==> config.mk <==
export PLATFORM = sky130hd
export DESIGN_NAME = fhf_fragmenter
export DESIGN_NICKNAME = d
export VERILOG_FILES = /design/src/design/fhf_fragmenter.v
export VERILOG_INCLUDE_DIRS = /design/src /design/src/design
export SDC_FILE = /design/constraint.sdc
export NUM_CORES = 2
export LEC_CHECK = 0
export ABC_CLOCK_PERIOD_IN_PS = 11600
export BUFFER_PORTS_ARGS = -buffer_cell sky130_fd_sc_hd__clkbuf_2
export CAP_MARGIN = 30
export CORE_ASPECT_RATIO = 0.8
export CORE_UTILIZATION = 55
export CTS_CLUSTER_SIZE = 30
export DETAILED_ROUTE_END_ITERATION = 12
export MAX_ROUTING_LAYER = met4
export PLACE_DENSITY_LB_ADDON = 0.15
export REMOVE_ABC_BUFFERS = 1
export SLEW_MARGIN = 20
export SYNTH_ARGS = -nofsm -noshare
export SYNTH_HDL_FRONTEND = slang
export SYNTH_SLANG_ARGS = --single-unit
==> constraint.sdc <==
create_clock -name clk_i -period 11.6 [get_ports clk_i]
set_clock_uncertainty 0.2 [all_clocks]
set_input_delay 2.32 -clock clk_i [delete_from_list [all_inputs] [get_ports clk_i]]
set_output_delay 2.32 -clock clk_i [all_outputs]
set_load 0.01 [all_outputs]
==> src/design/fhf_defines.vh <==
// constants of the fronthaul fragmenter: register offsets, fields, reset values
`ifndef FHF_DEFINES_VH
`define FHF_DEFINES_VH

// ****************************************
// register offsets (byte addresses)
// ****************************************
`define FHF_REG_CTRL        8'h00
`define FHF_REG_MTU         8'h04
`define FHF_REG_OVERHEAD    8'h08
`define FHF_REG_BLOCK_WORDS 8'h0c
`define FHF_REG_UDP_PORT    8'h10
`define FHF_REG_ETHERTYPE   8'h14
`define FHF_REG_MAC_LO      8'h18
`define FHF_REG_MAC_HI      8'h1c
`define FHF_REG_RX_STATUS   8'h20
`define FHF_REG_TX_COUNT    8'h24
`define FHF_REG_VLAN_BASE   8'h40

// ****************************************
// control fields
// ****************************************
`define FHF_CTRL_MODE_BIT   0
`define FHF_CTRL_CLS_LSB    1
`define FHF_CTRL_CLS_MSB    2
`define FHF_CTRL_L3_BIT     3

// ****************************************
// classifier methods
// ****************************************
`define FHF_CLS_UDP         2'h0
`define FHF_CLS_VLAN        2'h1
`define FHF_CLS_MAC         2'h2
`define FHF_CLS_ETYPE       2'h3

// ****************************************
// reset values
// ****************************************
`define FHF_RST_CTRL        4'h2
`define FHF_RST_MTU         16'h05dc
`define FHF_RST_OVERHEAD    16'h0008
`define FHF_RST_BLOCK_WORDS 8'h08
`define FHF_RST_UDP_PORT    16'h0000
`define FHF_RST_ETHERTYPE   16'h0000
`define FHF_RST_VLAN        12'h000

// ****************************************
// header field widths
// ****************************************
`define FHF_SEQ_W           8
`define FHF_IDX_W           7
`define FHF_TAG_W           12
`define FHF_BLK_W           10
`define FHF_BCNT_W          8

`endif

==> src/design/fhf_fragmenter.v <==
// fronthaul fragmenter: transmit fragmentation, receive flow identification and reassembly check
//
// Decided for this implementation: the register offsets and the strobed register port.
`include "fhf_defines.vh"
`default_nettype none

// ****************************************
// word fifo
// ****************************************
module fhf_fifo #(
  parameter W = 32,
  parameter D = 8
) (
  // clock and reset
  input  wire         clk_i,
  input  wire         resetn_i,
  // fill side
  input  wire         in_valid_i,
  output wire         in_ready_o,
  input  wire [W-1:0] in_data_i,
  // drain side
  output wire         out_valid_o,
  input  wire         out_ready_i,
  output wire [W-1:0] out_data_o
);
  localparam AW = (D > 1) ? $clog2(D) : 1;

  reg [W-1:0] mem [0:D-1];
  reg [AW-1:0] wr_ptr;
  reg [AW-1:0] rd_ptr;
  reg [AW:0]   count;
  wire         push;
  wire         pop;

  assign in_ready_o  = (count != D[AW:0]);
  assign out_valid_o = (count != {(AW+1){1'b0}});
  assign out_data_o  = mem[rd_ptr];
  assign push        = in_valid_i && in_ready_o;
  assign pop         = out_valid_o && out_ready_i;

  always @(posedge clk_i or negedge resetn_i) begin
    if (!resetn_i) begin
      wr_ptr <= {AW{1'b0}};
      rd_ptr <= {AW{1'b0}};
      count  <= {(AW+1){1'b0}};
    end else begin
      if (push) begin
        wr_ptr <= (wr_ptr == D[AW-1:0] - 1'b1) ? {AW{1'b0}} : wr_ptr + 1'b1;
      end
      if (pop) begin
        rd_ptr <= (rd_ptr == D[AW-1:0] - 1'b1) ? {AW{1'b0}} : rd_ptr + 1'b1;
      end
      if (push && !pop) begin
        count <= count + 1'b1;
      end else if (pop && !push) begin
        count <= count - 1'b1;
      end
    end
  end

  // storage needs no reset; valid is guarded by count
  always @(posedge clk_i) begin
    if (push) begin
      mem[wr_ptr] <= in_data_i;
    end
  end
endmodule // fhf_fifo

// ****************************************
// top
// ****************************************
module fhf_fragmenter #(
  parameter ACI_W  = 2,
  parameter PORT_W = 4,
  parameter FIFO_D = 8
) (
  // clock and reset
  input  wire                     clk_i,
  input  wire                     resetn_i,
  // register port
  input  wire [7:0]               reg_addr_i,
  input  wire [31:0]              reg_wdata_i,
  input  wire                     reg_we_i,
  input  wire                     reg_re_i,
  output reg  [31:0]              reg_rdata_o,
  // transmit message stream
  input  wire                     tx_valid_i,
  output wire                     tx_ready_o,
  input  wire [31:0]              tx_data_i,
  input  wire                     tx_last_i,
  input  wire [ACI_W-1:0]         tx_aci_i,
  input  wire                     tx_plane_i,
  input  wire [`FHF_TAG_W-1:0]    tx_section_tag_i,
  input  wire [`FHF_BLK_W-1:0]    tx_first_block_i,
  // transmit fragment stream
  output reg                      frag_valid_o,
  input  wire                     frag_ready_i,
  output reg  [31:0]              frag_data_o,
  output reg                      frag_sof_o,
  output reg                      frag_eof_o,
  output reg  [`FHF_SEQ_W-1:0]    frag_seq_o,
  output reg                      frag_last_flag_o,
  output reg  [`FHF_IDX_W-1:0]    frag_index_o,
  output reg  [ACI_W-1:0]         frag_aci_o,
  output reg                      frag_plane_o,
  output reg  [`FHF_TAG_W-1:0]    frag_section_tag_o,
  output reg  [`FHF_BLK_W-1:0]    frag_first_block_o,
  output reg  [`FHF_BCNT_W-1:0]   frag_block_count_o,
  // receive header stream
  input  wire                     rx_valid_i,
  input  wire [11:0]              rx_vlan_i,
  input  wire [15:0]              rx_udp_port_i,
  input  wire [15:0]              rx_ethertype_i,
  input  wire [47:0]              rx_dmac_i,
  input  wire [PORT_W-1:0]        rx_port_i,
  input  wire [ACI_W-1:0]         rx_aci_i,
  input  wire [`FHF_SEQ_W-1:0]    rx_seq_i,
  input  wire                     rx_last_flag_i,
  input  wire [`FHF_IDX_W-1:0]    rx_index_i,
  // receive results
  output reg                      rx_cu_o,
  output reg                      rx_mgmt_o,
  output reg  [PORT_W+ACI_W-1:0]  rx_endpoint_o,
  output reg                      rx_msg_done_o,
  output reg                      rx_order_err_o
);
  localparam NACI = 1 << ACI_W;
  localparam FW   = 32 + 1 + ACI_W + 1 + `FHF_TAG_W + `FHF_BLK_W;

  // ****************************************
  // registers
  // ****************************************
  reg [3:0]              ctrl;
  reg [15:0]             mtu;
  reg [15:0]             overhead;
  reg [7:0]              block_words;
  reg [15:0]             udp_port;
  reg [15:0]             ethertype;
  reg [47:0]             mac;
  reg [15:0]             rx_msg_count;
  reg [15:0]             rx_err_count;
  reg [31:0]             tx_frag_count;
  reg [11:0]             vlan_tab [0:NACI-1];
  wire [15:0]            limit_bytes;
  wire [13:0]            limit_words;
  integer                i, ri, si, xi;

  assign limit_bytes = mtu - overhead;
  assign limit_words = limit_bytes[15:2];

  always @(posedge clk_i or negedge resetn_i) begin
    if (!resetn_i) begin
      ctrl        <= `FHF_RST_CTRL;
      mtu         <= `FHF_RST_MTU;
      overhead    <= `FHF_RST_OVERHEAD;
      block_words <= `FHF_RST_BLOCK_WORDS;
      udp_port    <= `FHF_RST_UDP_PORT;
      ethertype   <= `FHF_RST_ETHERTYPE;
      mac         <= 48'h0;
      for (i = 0; i < NACI; i = i + 1) begin
        vlan_tab[i] <= `FHF_RST_VLAN;
      end
    end else if (reg_we_i) begin
      case (reg_addr_i)
        `FHF_REG_CTRL:        ctrl        <= reg_wdata_i[3:0];
        `FHF_REG_MTU:         mtu         <= reg_wdata_i[15:0];
        `FHF_REG_OVERHEAD:    overhead    <= reg_wdata_i[15:0];
        `FHF_REG_BLOCK_WORDS: block_words <= reg_wdata_i[7:0];
        `FHF_REG_UDP_PORT:    udp_port    <= reg_wdata_i[15:0];
        `FHF_REG_ETHERTYPE:   ethertype   <= reg_wdata_i[15:0];
        `FHF_REG_MAC_LO:      mac[31:0]   <= reg_wdata_i;
        `FHF_REG_MAC_HI:      mac[47:32]  <= reg_wdata_i[15:0];
        default: begin
          for (i = 0; i < NACI; i = i + 1) begin
            if (reg_addr_i == `FHF_REG_VLAN_BASE + i[5:0] * 8'h04) begin
              vlan_tab[i] <= reg_wdata_i[11:0];
            end
          end
        end
      endcase
    end
  end

  // read data stands only in the cycle after the strobe
  always @(posedge clk_i or negedge resetn_i) begin
    if (!resetn_i) begin
      reg_rdata_o <= 32'h0;
    end else if (!reg_re_i) begin
      reg_rdata_o <= 32'h0;
    end else begin
      case (reg_addr_i)
        `FHF_REG_CTRL:        reg_rdata_o <= {28'h0, ctrl};
        `FHF_REG_MTU:         reg_rdata_o <= {16'h0, mtu};
        `FHF_REG_OVERHEAD:    reg_rdata_o <= {16'h0, overhead};
        `FHF_REG_BLOCK_WORDS: reg_rdata_o <= {24'h0, block_words};
        `FHF_REG_UDP_PORT:    reg_rdata_o <= {16'h0, udp_port};
        `FHF_REG_ETHERTYPE:   reg_rdata_o <= {16'h0, ethertype};
        `FHF_REG_MAC_LO:      reg_rdata_o <= mac[31:0];
        `FHF_REG_MAC_HI:      reg_rdata_o <= {16'h0, mac[47:32]};
        `FHF_REG_RX_STATUS:   reg_rdata_o <= {rx_err_count, rx_msg_count};
        `FHF_REG_TX_COUNT:    reg_rdata_o <= tx_frag_count;
        default: begin
          reg_rdata_o <= 32'h0;
          for (ri = 0; ri < NACI; ri = ri + 1) begin
            if (reg_addr_i == `FHF_REG_VLAN_BASE + ri[5:0] * 8'h04) begin
              reg_rdata_o <= {20'h0, vlan_tab[ri]};
            end
          end
        end
      endcase
    end
  end

  // ****************************************
  // transmit fifo
  // ****************************************
  wire          f_valid;
  wire          f_ready;
  wire [FW-1:0] f_data;

  fhf_fifo #(
    .W (FW),
    .D (FIFO_D)
  ) u_fifo (
    .clk_i       (clk_i),
    .resetn_i    (resetn_i),
    .in_valid_i  (tx_valid_i),
    .in_ready_o  (tx_ready_o),
    .in_data_i   ({tx_first_block_i, tx_section_tag_i, tx_plane_i, tx_aci_i, tx_last_i, tx_data_i}),
    .out_valid_o (f_valid),
    .out_ready_i (f_ready),
    .out_data_o  (f_data)
  );

  wire [31:0]            w_data  = f_data[31:0];
  wire                   w_last  = f_data[32];
  wire [ACI_W-1:0]       w_aci   = f_data[33 +: ACI_W];
  wire                   w_plane = f_data[33+ACI_W];
  wire [`FHF_TAG_W-1:0]  w_tag   = f_data[34+ACI_W +: `FHF_TAG_W];
  wire [`FHF_BLK_W-1:0]  w_blk   = f_data[34+ACI_W+`FHF_TAG_W +: `FHF_BLK_W];

  // ****************************************
  // transmit fragmentation
  // ****************************************
  localparam [1:0] S_IDLE = 2'b01;
  localparam [1:0] S_RUN  = 2'b10;

  reg [1:0]              state;
  reg                    msg_mode;
  reg                    new_frag;
  reg [13:0]             frag_words;
  reg [7:0]              blk_pos;
  reg [`FHF_BCNT_W-1:0]  blk_cnt;
  reg [`FHF_BLK_W-1:0]   blk_abs;
  reg [`FHF_BLK_W-1:0]   frag_first;
  reg [`FHF_IDX_W-1:0]   frag_idx;
  reg [`FHF_SEQ_W-1:0]   cur_seq;
  reg [`FHF_SEQ_W-1:0]   seq_tab [0:2*NACI-1];

  wire                   pop     = f_valid && f_ready;
  wire                   first   = (state == S_IDLE);
  wire                   mode    = first ? ctrl[`FHF_CTRL_MODE_BIT] : msg_mode;
  wire                   start   = first || new_frag;
  wire [ACI_W:0]         key     = {w_aci, w_plane};
  wire [13:0]            words   = start ? 14'h1 : frag_words + 14'h1;
  wire                   blk_end = (blk_pos + 8'h1 == block_words) || w_last;
  wire [`FHF_BCNT_W-1:0] bcnt    = (start ? {`FHF_BCNT_W{1'b0}} : blk_cnt) + {{(`FHF_BCNT_W-1){1'b0}}, blk_end};
  wire [14:0]            grow    = {1'b0, words} + {7'h0, block_words};
  wire                   app_cut = blk_end && (grow > {1'b0, limit_words});
  wire                   frag_end = w_last || (words >= limit_words) || (!mode && app_cut);
  wire [`FHF_BLK_W-1:0]  cur_abs = first ? w_blk : blk_abs;
  wire [`FHF_BLK_W-1:0]  first_use = start ? cur_abs : frag_first;
  wire [`FHF_SEQ_W-1:0]  seq_use = (first || !mode) && start ? seq_tab[key] : cur_seq;
  wire [`FHF_IDX_W-1:0]  idx_use = first ? {`FHF_IDX_W{1'b0}} : (new_frag ? frag_idx + 1'b1 : frag_idx);

  assign f_ready = !frag_valid_o || frag_ready_i;

  always @(posedge clk_i or negedge resetn_i) begin
    if (!resetn_i) begin
      state      <= S_IDLE;
      msg_mode   <= 1'b0;
      new_frag   <= 1'b1;
      frag_words <= 14'h0;
      blk_pos    <= 8'h0;
      blk_cnt    <= {`FHF_BCNT_W{1'b0}};
      blk_abs    <= {`FHF_BLK_W{1'b0}};
      frag_first <= {`FHF_BLK_W{1'b0}};
      frag_idx   <= {`FHF_IDX_W{1'b0}};
      cur_seq    <= {`FHF_SEQ_W{1'b0}};
      tx_frag_count <= 32'h0;
      for (si = 0; si < 2*NACI; si = si + 1) begin
        seq_tab[si] <= {`FHF_SEQ_W{1'b0}};
      end
    end else if (pop) begin
      msg_mode   <= mode;
      new_frag   <= frag_end;
      frag_words <= words;
      blk_pos    <= blk_end ? 8'h0 : blk_pos + 8'h1;
      blk_cnt    <= bcnt;
      blk_abs    <= cur_abs + {{(`FHF_BLK_W-1){1'b0}}, blk_end};
      frag_first <= first_use;
      frag_idx   <= idx_use;
      cur_seq    <= seq_use;
      if (frag_end) begin
        tx_frag_count <= tx_frag_count + 32'h1;
      end
      // one step per fragment in mode 0 and per message in mode 1, wrapping at the top
      if ((!mode && frag_end) || (mode && w_last)) begin
        seq_tab[key] <= seq_use + 1'b1;
      end
      case (state)
        S_IDLE:  state <= w_last ? S_IDLE : S_RUN;
        S_RUN:   state <= w_last ? S_IDLE : S_RUN;
        default: state <= S_IDLE;
      endcase
    end
  end

  // registered output stage; header fields are final on the eof beat
  always @(posedge clk_i or negedge resetn_i) begin
    if (!resetn_i) begin
      frag_valid_o       <= 1'b0;
      frag_data_o        <= 32'h0;
      frag_sof_o         <= 1'b0;
      frag_eof_o         <= 1'b0;
      frag_seq_o         <= {`FHF_SEQ_W{1'b0}};
      frag_last_flag_o   <= 1'b0;
      frag_index_o       <= {`FHF_IDX_W{1'b0}};
      frag_aci_o         <= {ACI_W{1'b0}};
      frag_plane_o       <= 1'b0;
      frag_section_tag_o <= {`FHF_TAG_W{1'b0}};
      frag_first_block_o <= {`FHF_BLK_W{1'b0}};
      frag_block_count_o <= {`FHF_BCNT_W{1'b0}};
    end else if (f_ready) begin
      frag_valid_o       <= f_valid;
      frag_data_o        <= w_data;
      frag_sof_o         <= start;
      frag_eof_o         <= frag_end;
      frag_seq_o         <= seq_use;
      frag_last_flag_o   <= mode ? w_last : 1'b1;
      frag_index_o       <= mode ? idx_use : {`FHF_IDX_W{1'b0}};
      frag_aci_o         <= w_aci;
      frag_plane_o       <= w_plane;
      frag_section_tag_o <= w_tag;
      frag_first_block_o <= first_use;
      frag_block_count_o <= bcnt;
    end
  end

  // ****************************************
  // receive classification and order check
  // ****************************************
  reg                    cls_hit;
  reg [`FHF_SEQ_W-1:0]   rx_seq_tab [0:NACI-1];
  reg [`FHF_IDX_W-1:0]   rx_idx_tab [0:NACI-1];
  reg [NACI-1:0]         rx_busy;
  wire                   in_order;

  always @* begin
    case (ctrl[`FHF_CTRL_CLS_MSB:`FHF_CTRL_CLS_LSB])
      `FHF_CLS_UDP:   cls_hit = ctrl[`FHF_CTRL_L3_BIT] && (rx_udp_port_i == udp_port);
      `FHF_CLS_VLAN:  cls_hit = (rx_vlan_i == vlan_tab[rx_aci_i]);
      `FHF_CLS_MAC:   cls_hit = !ctrl[`FHF_CTRL_L3_BIT] && (rx_dmac_i == mac);
      `FHF_CLS_ETYPE: cls_hit = !ctrl[`FHF_CTRL_L3_BIT] && (rx_ethertype_i == ethertype);
      default:        cls_hit = 1'b0;
    endcase
  end

  // a piece is in order when it opens a message at zero or continues the open one
  assign in_order = rx_busy[rx_aci_i] ?
                    (rx_seq_i == rx_seq_tab[rx_aci_i] && rx_index_i == rx_idx_tab[rx_aci_i]) :
                    (rx_index_i == {`FHF_IDX_W{1'b0}});

  always @(posedge clk_i or negedge resetn_i) begin
    if (!resetn_i) begin
      rx_cu_o        <= 1'b0;
      rx_mgmt_o      <= 1'b0;
      rx_endpoint_o  <= {(PORT_W+ACI_W){1'b0}};
      rx_msg_done_o  <= 1'b0;
      rx_order_err_o <= 1'b0;
      rx_msg_count   <= 16'h0;
      rx_err_count   <= 16'h0;
      rx_busy        <= {NACI{1'b0}};
      for (xi = 0; xi < NACI; xi = xi + 1) begin
        rx_seq_tab[xi] <= {`FHF_SEQ_W{1'b0}};
        rx_idx_tab[xi] <= {`FHF_IDX_W{1'b0}};
      end
    end else begin
      rx_cu_o        <= rx_valid_i && cls_hit;
      rx_mgmt_o      <= rx_valid_i && !cls_hit;
      rx_endpoint_o  <= {rx_port_i, rx_aci_i};
      rx_msg_done_o  <= 1'b0;
      rx_order_err_o <= 1'b0;
      if (rx_valid_i && cls_hit) begin
        if (in_order) begin
          rx_seq_tab[rx_aci_i] <= rx_seq_i;
          rx_idx_tab[rx_aci_i] <= rx_index_i + 1'b1;
          rx_busy[rx_aci_i]    <= !rx_last_flag_i;
          if (rx_last_flag_i) begin
            rx_msg_done_o <= 1'b1;
            rx_msg_count  <= rx_msg_count + 16'h1;
          end
        end else begin
          // a gap drops the partial message; counting lets software see loss
          rx_busy[rx_aci_i] <= 1'b0;
          rx_order_err_o    <= 1'b1;
          rx_err_count      <= rx_err_count + 16'h1;
        end
      end
    end
  end
endmodule // fhf_fragmenter

`default_nettype wire

After elaboration in Yosys (flattened, before gate mapping). Memory sizes are Yosys's and may differ from the RTL's. Index checks and enable logic that the tools add are counted.

Magnitude comparators: 8. Multiplexer cells: 59. Div/mod/pow operators: 0. Reductions and logical operators: 56. Multipliers: 0. Add/subtract/negate cells: 16. Shifts and indexed selects: 0. Equality and inequality tests: 28. Bitwise gates (word level): 6.

Operators by type and width (number): 32-bit one-hot mux with 10 select lines (1); 32-bit two-way mux (4); 8-bit two-way mux (9); 64-bit bitwise mux (1); 48-bit == test (1); 7-bit two-way mux (6); 12-bit two-way mux (3); 16-bit by 1-bit adder with 16-bit output (second input constant) (2); 32-bit by 1-bit adder with 32-bit output (second input constant) (1); 32-bit bitwise mux (1); 16-bit == test (2); 8-bit by 5-bit == test with 1-bit output (second input constant) (4); 8-bit by 7-bit == test with 1-bit output (second input constant) (4); 28-bit bitwise mux (1); 12-bit binary-select mux with 2-bit select (1); 8-bit binary-select mux with 3-bit select (1); 8-bit demux with 3-bit select (1); 2-bit AND reduction (12); 10-bit two-way mux (2); 1-bit logical AND (18); 8-bit by 1-bit adder with 8-bit output (second input constant) (2); 8-bit binary-select mux with 2-bit select (1); 8-bit demux with 2-bit select (1); 8-bit by 4-bit == test with 1-bit output (second input constant) (2); other kinds (52) (92).

Logic and storage cells: 237. ROM bits: 0. RAM bits: 464. Memories kept: 1. Bits in registers: 569. Bits of input ports: 219. Latch bits: 0.

Memory list: u_fifo.mem (words 8, bits a word 58, read ports 1, clocked after memory_dff 0, write ports 1, RTL line fhf_fragmenter.v:28) `reg [W-1:0] mem [0:D-1];`.

Longest topological paths before layout.
Depth after elaboration: 11. Mapped depth: 28.

Cells and area by module. Synthesis repeated with hierarchy kept, for this count alone.

Cells, all modules: 3270. Area, all modules: 45910.3 µm².

Modules (own cells, without submodules): fhf_fragmenter (cells an instance 2533, instances 1, area each 27856.7 µm²); fhf_fifo (cells an instance 737, instances 1, area each 18053.6 µm²).

Least setup slack after synthesis. Ideal clock, no wire load.

Path type: input to register. Start: in tx_valid_i. End: mem u_fifo.mem[0][0] in the netlist's numbering (enable). Path buffers: 0. Data arrival time: 7.982 ns. Path slack: 2.801 ns. Cell stages on the path: 2. Data required time: 10.783 ns. Path through: nand2_1 > nor4_1.

Longest elaborated chain between the ends: 3.

Ends and longest elaborated chain: start, declared (RTL line fhf_fragmenter.v:87) `input wire tx_valid_i,`; 1-bit logical AND (RTL line fhf_fragmenter.v:38) `assign push = in_valid_i && in_ready_o;`; 1-bit two-way mux (RTL line fhf_fragmenter.v:63) `if (push) begin`; 1-bit two-way mux (implied by the code) (RTL line fhf_fragmenter.v:64) `mem[wr_ptr] <= in_data_i;`; end, declared (RTL line fhf_fragmenter.v:28).

No other way between the ends.

Final worst setup path.
Start: reg state[0]. End: reg seq_tab[53] in the netlist's numbering.

Longest elaborated chain between the ends: 11. Elaborated cells on any way between the ends: 21. Those cells by class: add/sub: 2; order compare: 2; eq/ne: 1; mux: 4; reduce/logical: 12.

Ends and longest elaborated chain: start, declared (RTL line fhf_fragmenter.v:248) `reg [1:0] state;`; start signal, assigned (RTL line fhf_fragmenter.v:312) `S_IDLE: state <= w_last ? S_IDLE : S_RUN;`; start signal, assigned (RTL line fhf_fragmenter.v:313) `S_RUN: state <= w_last ? S_IDLE : S_RUN;`; 2-bit by 1-bit == test with 1-bit output (*) (RTL line fhf_fragmenter.v:261) `wire first = (state == S_IDLE);`; 1-bit logical OR (*) (RTL line fhf_fragmenter.v:263) `wire start = first || new_frag;`; 14-bit two-way mux (*) (RTL line fhf_fragmenter.v:265) `wire [13:0] words = start ? 14'h1 : frag_words + 14'h1;`; named net words[3] (RTL line fhf_fragmenter.v:265); 14-bit by 8-bit adder with 15-bit output (RTL line fhf_fragmenter.v:268) `wire [14:0] grow = {1'b0, words} + {7'h0, block_words};`; 15-bit by 14-bit > comparator with 1-bit output (RTL line fhf_fragmenter.v:269) `wire app_cut = blk_end && (grow > {1'b0, limit_words});`; 1-bit logical AND (RTL line fhf_fragmenter.v:269); 1-bit logical AND (RTL line fhf_fragmenter.v:270) `wire frag_end = w_last || (words >= limit_words) || (!mode && app_cut);`; 1-bit logical OR (*) (RTL line fhf_fragmenter.v:270); 1-bit logical AND (*) (RTL line fhf_fragmenter.v:308) `if ((!mode && frag_end) || (mode && w_last)) begin`; 1-bit logical OR (*) (RTL line fhf_fragmenter.v:308); 2-bit AND reduction (no source line) (*); end signal, assigned by index (RTL line fhf_fragmenter.v:292) `` seq_tab[si] <= {`FHF_SEQ_W{1'b0}}; ``; end signal, assigned by index (RTL line fhf_fragmenter.v:309) `seq_tab[key] <= seq_use + 1'b1;`; end, declared (RTL line fhf_fragmenter.v:258) `` reg [`FHF_SEQ_W-1:0] seq_tab [0:2*NACI-1]; ``.

The timed path passes the listed nets; every way through them passes the cells marked *. A chain may end at the register's enable or synchronous reset.

==> run metrics <==
vias in the first global route 29700; max-slew violations 0; initial antenna violation count 4; IO Count roughly 350; layout cell share with drive strength beyond 1 0.293; startpoint types flip-flop; first-pass GRT wire length 179000 um; H-tree Lvls 3; area of the multi-input gates ~17000 sq um; Req. time, crit path 11.97 ns; DR vias/cell 6.09; switch share 0.323; Worst path top cell family by delay compound AO/OA/AOI/OAI gates; TritonCTS clock tree built; Post-synth ARST share 0.551; status completed; placed cell area 49000 sq um; actual slew at the worst max-slew pin 1.02 ns; clk sinks 1033; # fillers about 6000; Die ar. around 85000 sq um; CTS buffer count ~100; clk_lat worst skew ~0.69 ns; RSZ-0062 raised after global routing no; Worst Setup End Kind flip-flop; critical path's largest stage delay 0.53 ns; grt ovf 0; Yosys top cell by area dfrtp_1; post-layout minimum cycle time roughly 6.7 ns; final hold vios 0; pin count of the biggest net entering global routing 146; final worst slack 4.91 ns; Synth-to-Final Area Change 14.5%; Die Y 261 um; Sequential Power Share 0.420; Post-Route WL between 100000 and 150000 um; row count 94; worst vdd ir 149 uV; sw power 3.73 mW; postcts setup bufs 0; Post-synth EDFFs 464; slowest CP cell dfstp_2; Max Fclk 149 MHz; Routed Antenna Nets 0; crit path DAT 7.06 ns; post-CTS sizing 0; HP Class flip-flop to flip-flop; synthesized area per cell between 10 and 15 sq um; number of max-cap violations 0; detailed placement HPWL approximately 77000 um; Seq/Total Area, Yosys 0.613; synthesized instance count roughly 3300; synthesized cell area between 40000 and 50000 sq um; root buffer cell clkbuf_16; routability-driven placement congestion ratio 0.931; Worst Path Max Fanout 35; Slew headroom 0.319; cell leakage power 21.9 nW; Cell Pwr Density 219 nW/um^2; Util after Layout 0.639; Ys Warns 0; DRC violations left 0; post-synth top area share 0.303; GRT Util Overall 0.286; kind of critical path flip-flop to flip-flop; period utilization 0.577; register area ~28000 sq um; clock-pin slew on the worst setup and hold paths ~0.060 ns; nets 3889; core region area 82400 sq um; Synth Register Bits 1033; post-route cell area between 50000 and 60000 sq um; Setup WS pre-CTS between 4 and 5 ns; buffers added on ports 345; clk buf depth 3; Pint approximately 7.8 mW; r2r setup slk 4.91 ns; Top FF cell, synth dfrtp_1; synth unique cells between 80 and 90; crit-path cells ha_1 -> buf_4 -> or2_2 -> nor2_1 -> ha_1 -> a41oi_1 -> o211ai_1 -> maj3_1 -> a21o_1 -> a21o_1 -> a21oi_1 -> nor2_1 -> xor2_1 -> ha_1 -> nand4_1 -> nor2_1 -> o21ai_0 -> a21oi_1 -> o41ai_1 -> o41ai_4 -> a22oi_2 -> nor3_2 -> nand2_1 -> mux2_2; Synth area leaders dfrtp_1 (30%), edfxtp_1 (30%), mux2_2 (7.7%), mux4_2 (6.9%), xnor2_1 (2.7%); Clock power frac 0.297; Setup Viol. Count Final 0; hold_buf cts 0; drt first pass iters 7; Die X 325 um; Initial Utilization 0.558; worst path bufs/invs 1; Logic pwr share 0.283; Iter 0 DRT Violations 2937; vias 29200; wire length per cell after detailed routing 24.4 um
==> power groups by stage <==
| stage | Combinational [mW] | Clock [mW] | Sequential, mW |
|---|---|---|---|
| finish | 3.27 | 3.42 | 4.85 |
| global route | 3.57 | 3.61 | 4.91 |
| CTS | 3.29 | 3.48 | 4.85 |
| detailed placement | 3.27 | 0 | 4.91 |
| global placement | 3.17 | 0 | 4.87 |
| floorplan | 2.15 | 0 | 4.99 |
==> worst register-to-register path, stage by stage, from the launching register on <==
cell and delay [ns]:
dfstp_2 0.53, ha_1 0.14, buf_4 0.33, or2_2 0.53, nor2_1 0.19, ha_1 0.39
a41oi_1 0.23, o211ai_1 0.18, maj3_1 0.40, a21o_1 0.21, a21o_1 0.18, a21oi_1 0.27
nor2_1 0.10, xor2_1 0.15, ha_1 0.31, nand4_1 0.09, nor2_1 0.07, o21ai_0 0.08
a21oi_1 0.06, o41ai_1 0.52, o41ai_4 0.23, a22oi_2 0.37, nor3_2 0.11, nand2_1 0.34
mux2_2 0.39
==> state kept, by name (all words and copies together) (netlist names), 10 cells and up <==
register / count
mtu: 16
udp_port: 16
frag_words: 14
frag_data_o: 32
frag_section_tag_o: 12
overhead: 16
tx_frag_count: 32
ethertype: 16
rx_idx_tab: 28
seq_tab: 64
frag_first_block_o: 10
rx_msg_count: 16
frag_first: 10
rx_err_count: 16
blk_abs: 10
u_fifo.mem: 464
rx_seq_tab: 32
reg_rdata_o: 32
mac: 48
vlan_tab: 48
==> metal layers <==
| layer | vias to the layer above | track usage | wire length, um | part of all wire |
|---|---|---|---|---|
| met1 | 15100 | 0.392 | 49800 | 0.43 |
| met5 | - | - | 0 | 0 |
| met2 | 1089 | 0.440 | 55300 | 0.47 |
| met4 | 0 | 0.0835 | 3080 | 0.026 |
| li1 | 12900 | - | - | - |
| met3 | 190 | 0.0538 | 8880 | 0.076 |
==> synthesized netlist by cell type, types with 6 or more instances <==
cell      count
a211oi_1      8
a21o_1       12
a21oi_1      60
a221oi_1     25
a222oi_1     28
a22o_1       23
a22oi_1      25
a31oi_1      16
a41oi_1       6
and2_1        9
and3_1       23
and4_1        7
buf_1        35
buf_2        21
clkbuf_1     99
dfrtp_1     557
dfstp_2      12
edfxtp_1    464
ha_1         67
inv_1        59
maj3_1        6
mux2_2      314
mux2i_1      85
mux4_2      140
nand2_1     322
nand2b_1     15
nand3_1      67
nand3b_1      9
nand4_1      39
nor2_1      137
nor2b_1      10
nor3_1       40
nor3b_1       8
nor4_1       26
o21ai_0     121
o31ai_1      18
or3_1         6
xnor2_1     144
xor2_1       98
==> layout by cell type, fill, tap and decap left out, drive strengths merged, types with 62 or more instances in the layout <==
cell / n
nand3: 68
dfrtp: 557
mux2i: 85
a21oi: 62
xor2: 98
o21ai: 122
nand2: 323
ha: 67
edfxtp: 464
nor2: 142
inv: 62
xnor2: 144
mux2: 314
clkbuf: 489
mux4: 140
==> metrics by stage <==
stage	hold WS [ns]	TNS, ns	power (mW)	cells
6_report	0.271	0	11.5	4798
4_1_cts	0.273	0	11.6	4792
5_1_grt	0.291	0	12.1	4798
3_5_place_dp	0.259	0	8.19	4600
3_3_place_gp	0.253	0	8.05	4595
2_1_floorplan	0.237	-0.158	7.14	3098
==> path summary, 6_finish.rpt <==
path	startpoint	endpoint	cells past startpoint
min reg2reg	frag_block_count_o[5]$_DFFE_PN0N_	frag_block_count_o[5]$_DFFE_PN0N_	2
max	state[0]$_DFFE_PN1P_	seq_tab[53]$_DFFE_PN0P_	24
min	frag_block_count_o[5]$_DFFE_PN0N_	frag_block_count_o[5]$_DFFE_PN0N_	2
max in group asynchronous	resetn_i	frag_first_block_o[5]$_DFFE_PN0N_	3
min in group asynchronous	resetn_i	rx_endpoint_o[2]$_DFF_PN0_	1
max reg2reg	state[0]$_DFFE_PN1P_	seq_tab[53]$_DFFE_PN0P_	24
==> logic make-up (layout without fill, tap and decap cells) <==
kind of cell    count (synthesis)  count (layout)  share of synthesized area
other cells                     0               3                          0
xor+xnor                      242             242                     0.0461
fa+ha+maj                      74              74                     0.0200
mux                           539             539                      0.164
flops                        1033            1033                      0.613
buf+inv                       219             653                     0.0188
compound gates                406             406                     0.0616
simple gates                  744             744                     0.0763
==> area by class of cell <==
cell class / count / area share
Antenna cell: 3 / 0.000143
Clock buffer: 145 / 0.0558
Clock inverter: 47 / 0.0113
Inverter: 60 / 0.00428
Multi-Input combinational cell: 2005 / 0.323
Sequential cell: 1033 / 0.536
Tap cell: 1104 / 0.0262
Timing Repair Buffer: 401 / 0.0439
(Power assumes the default switching activity.)
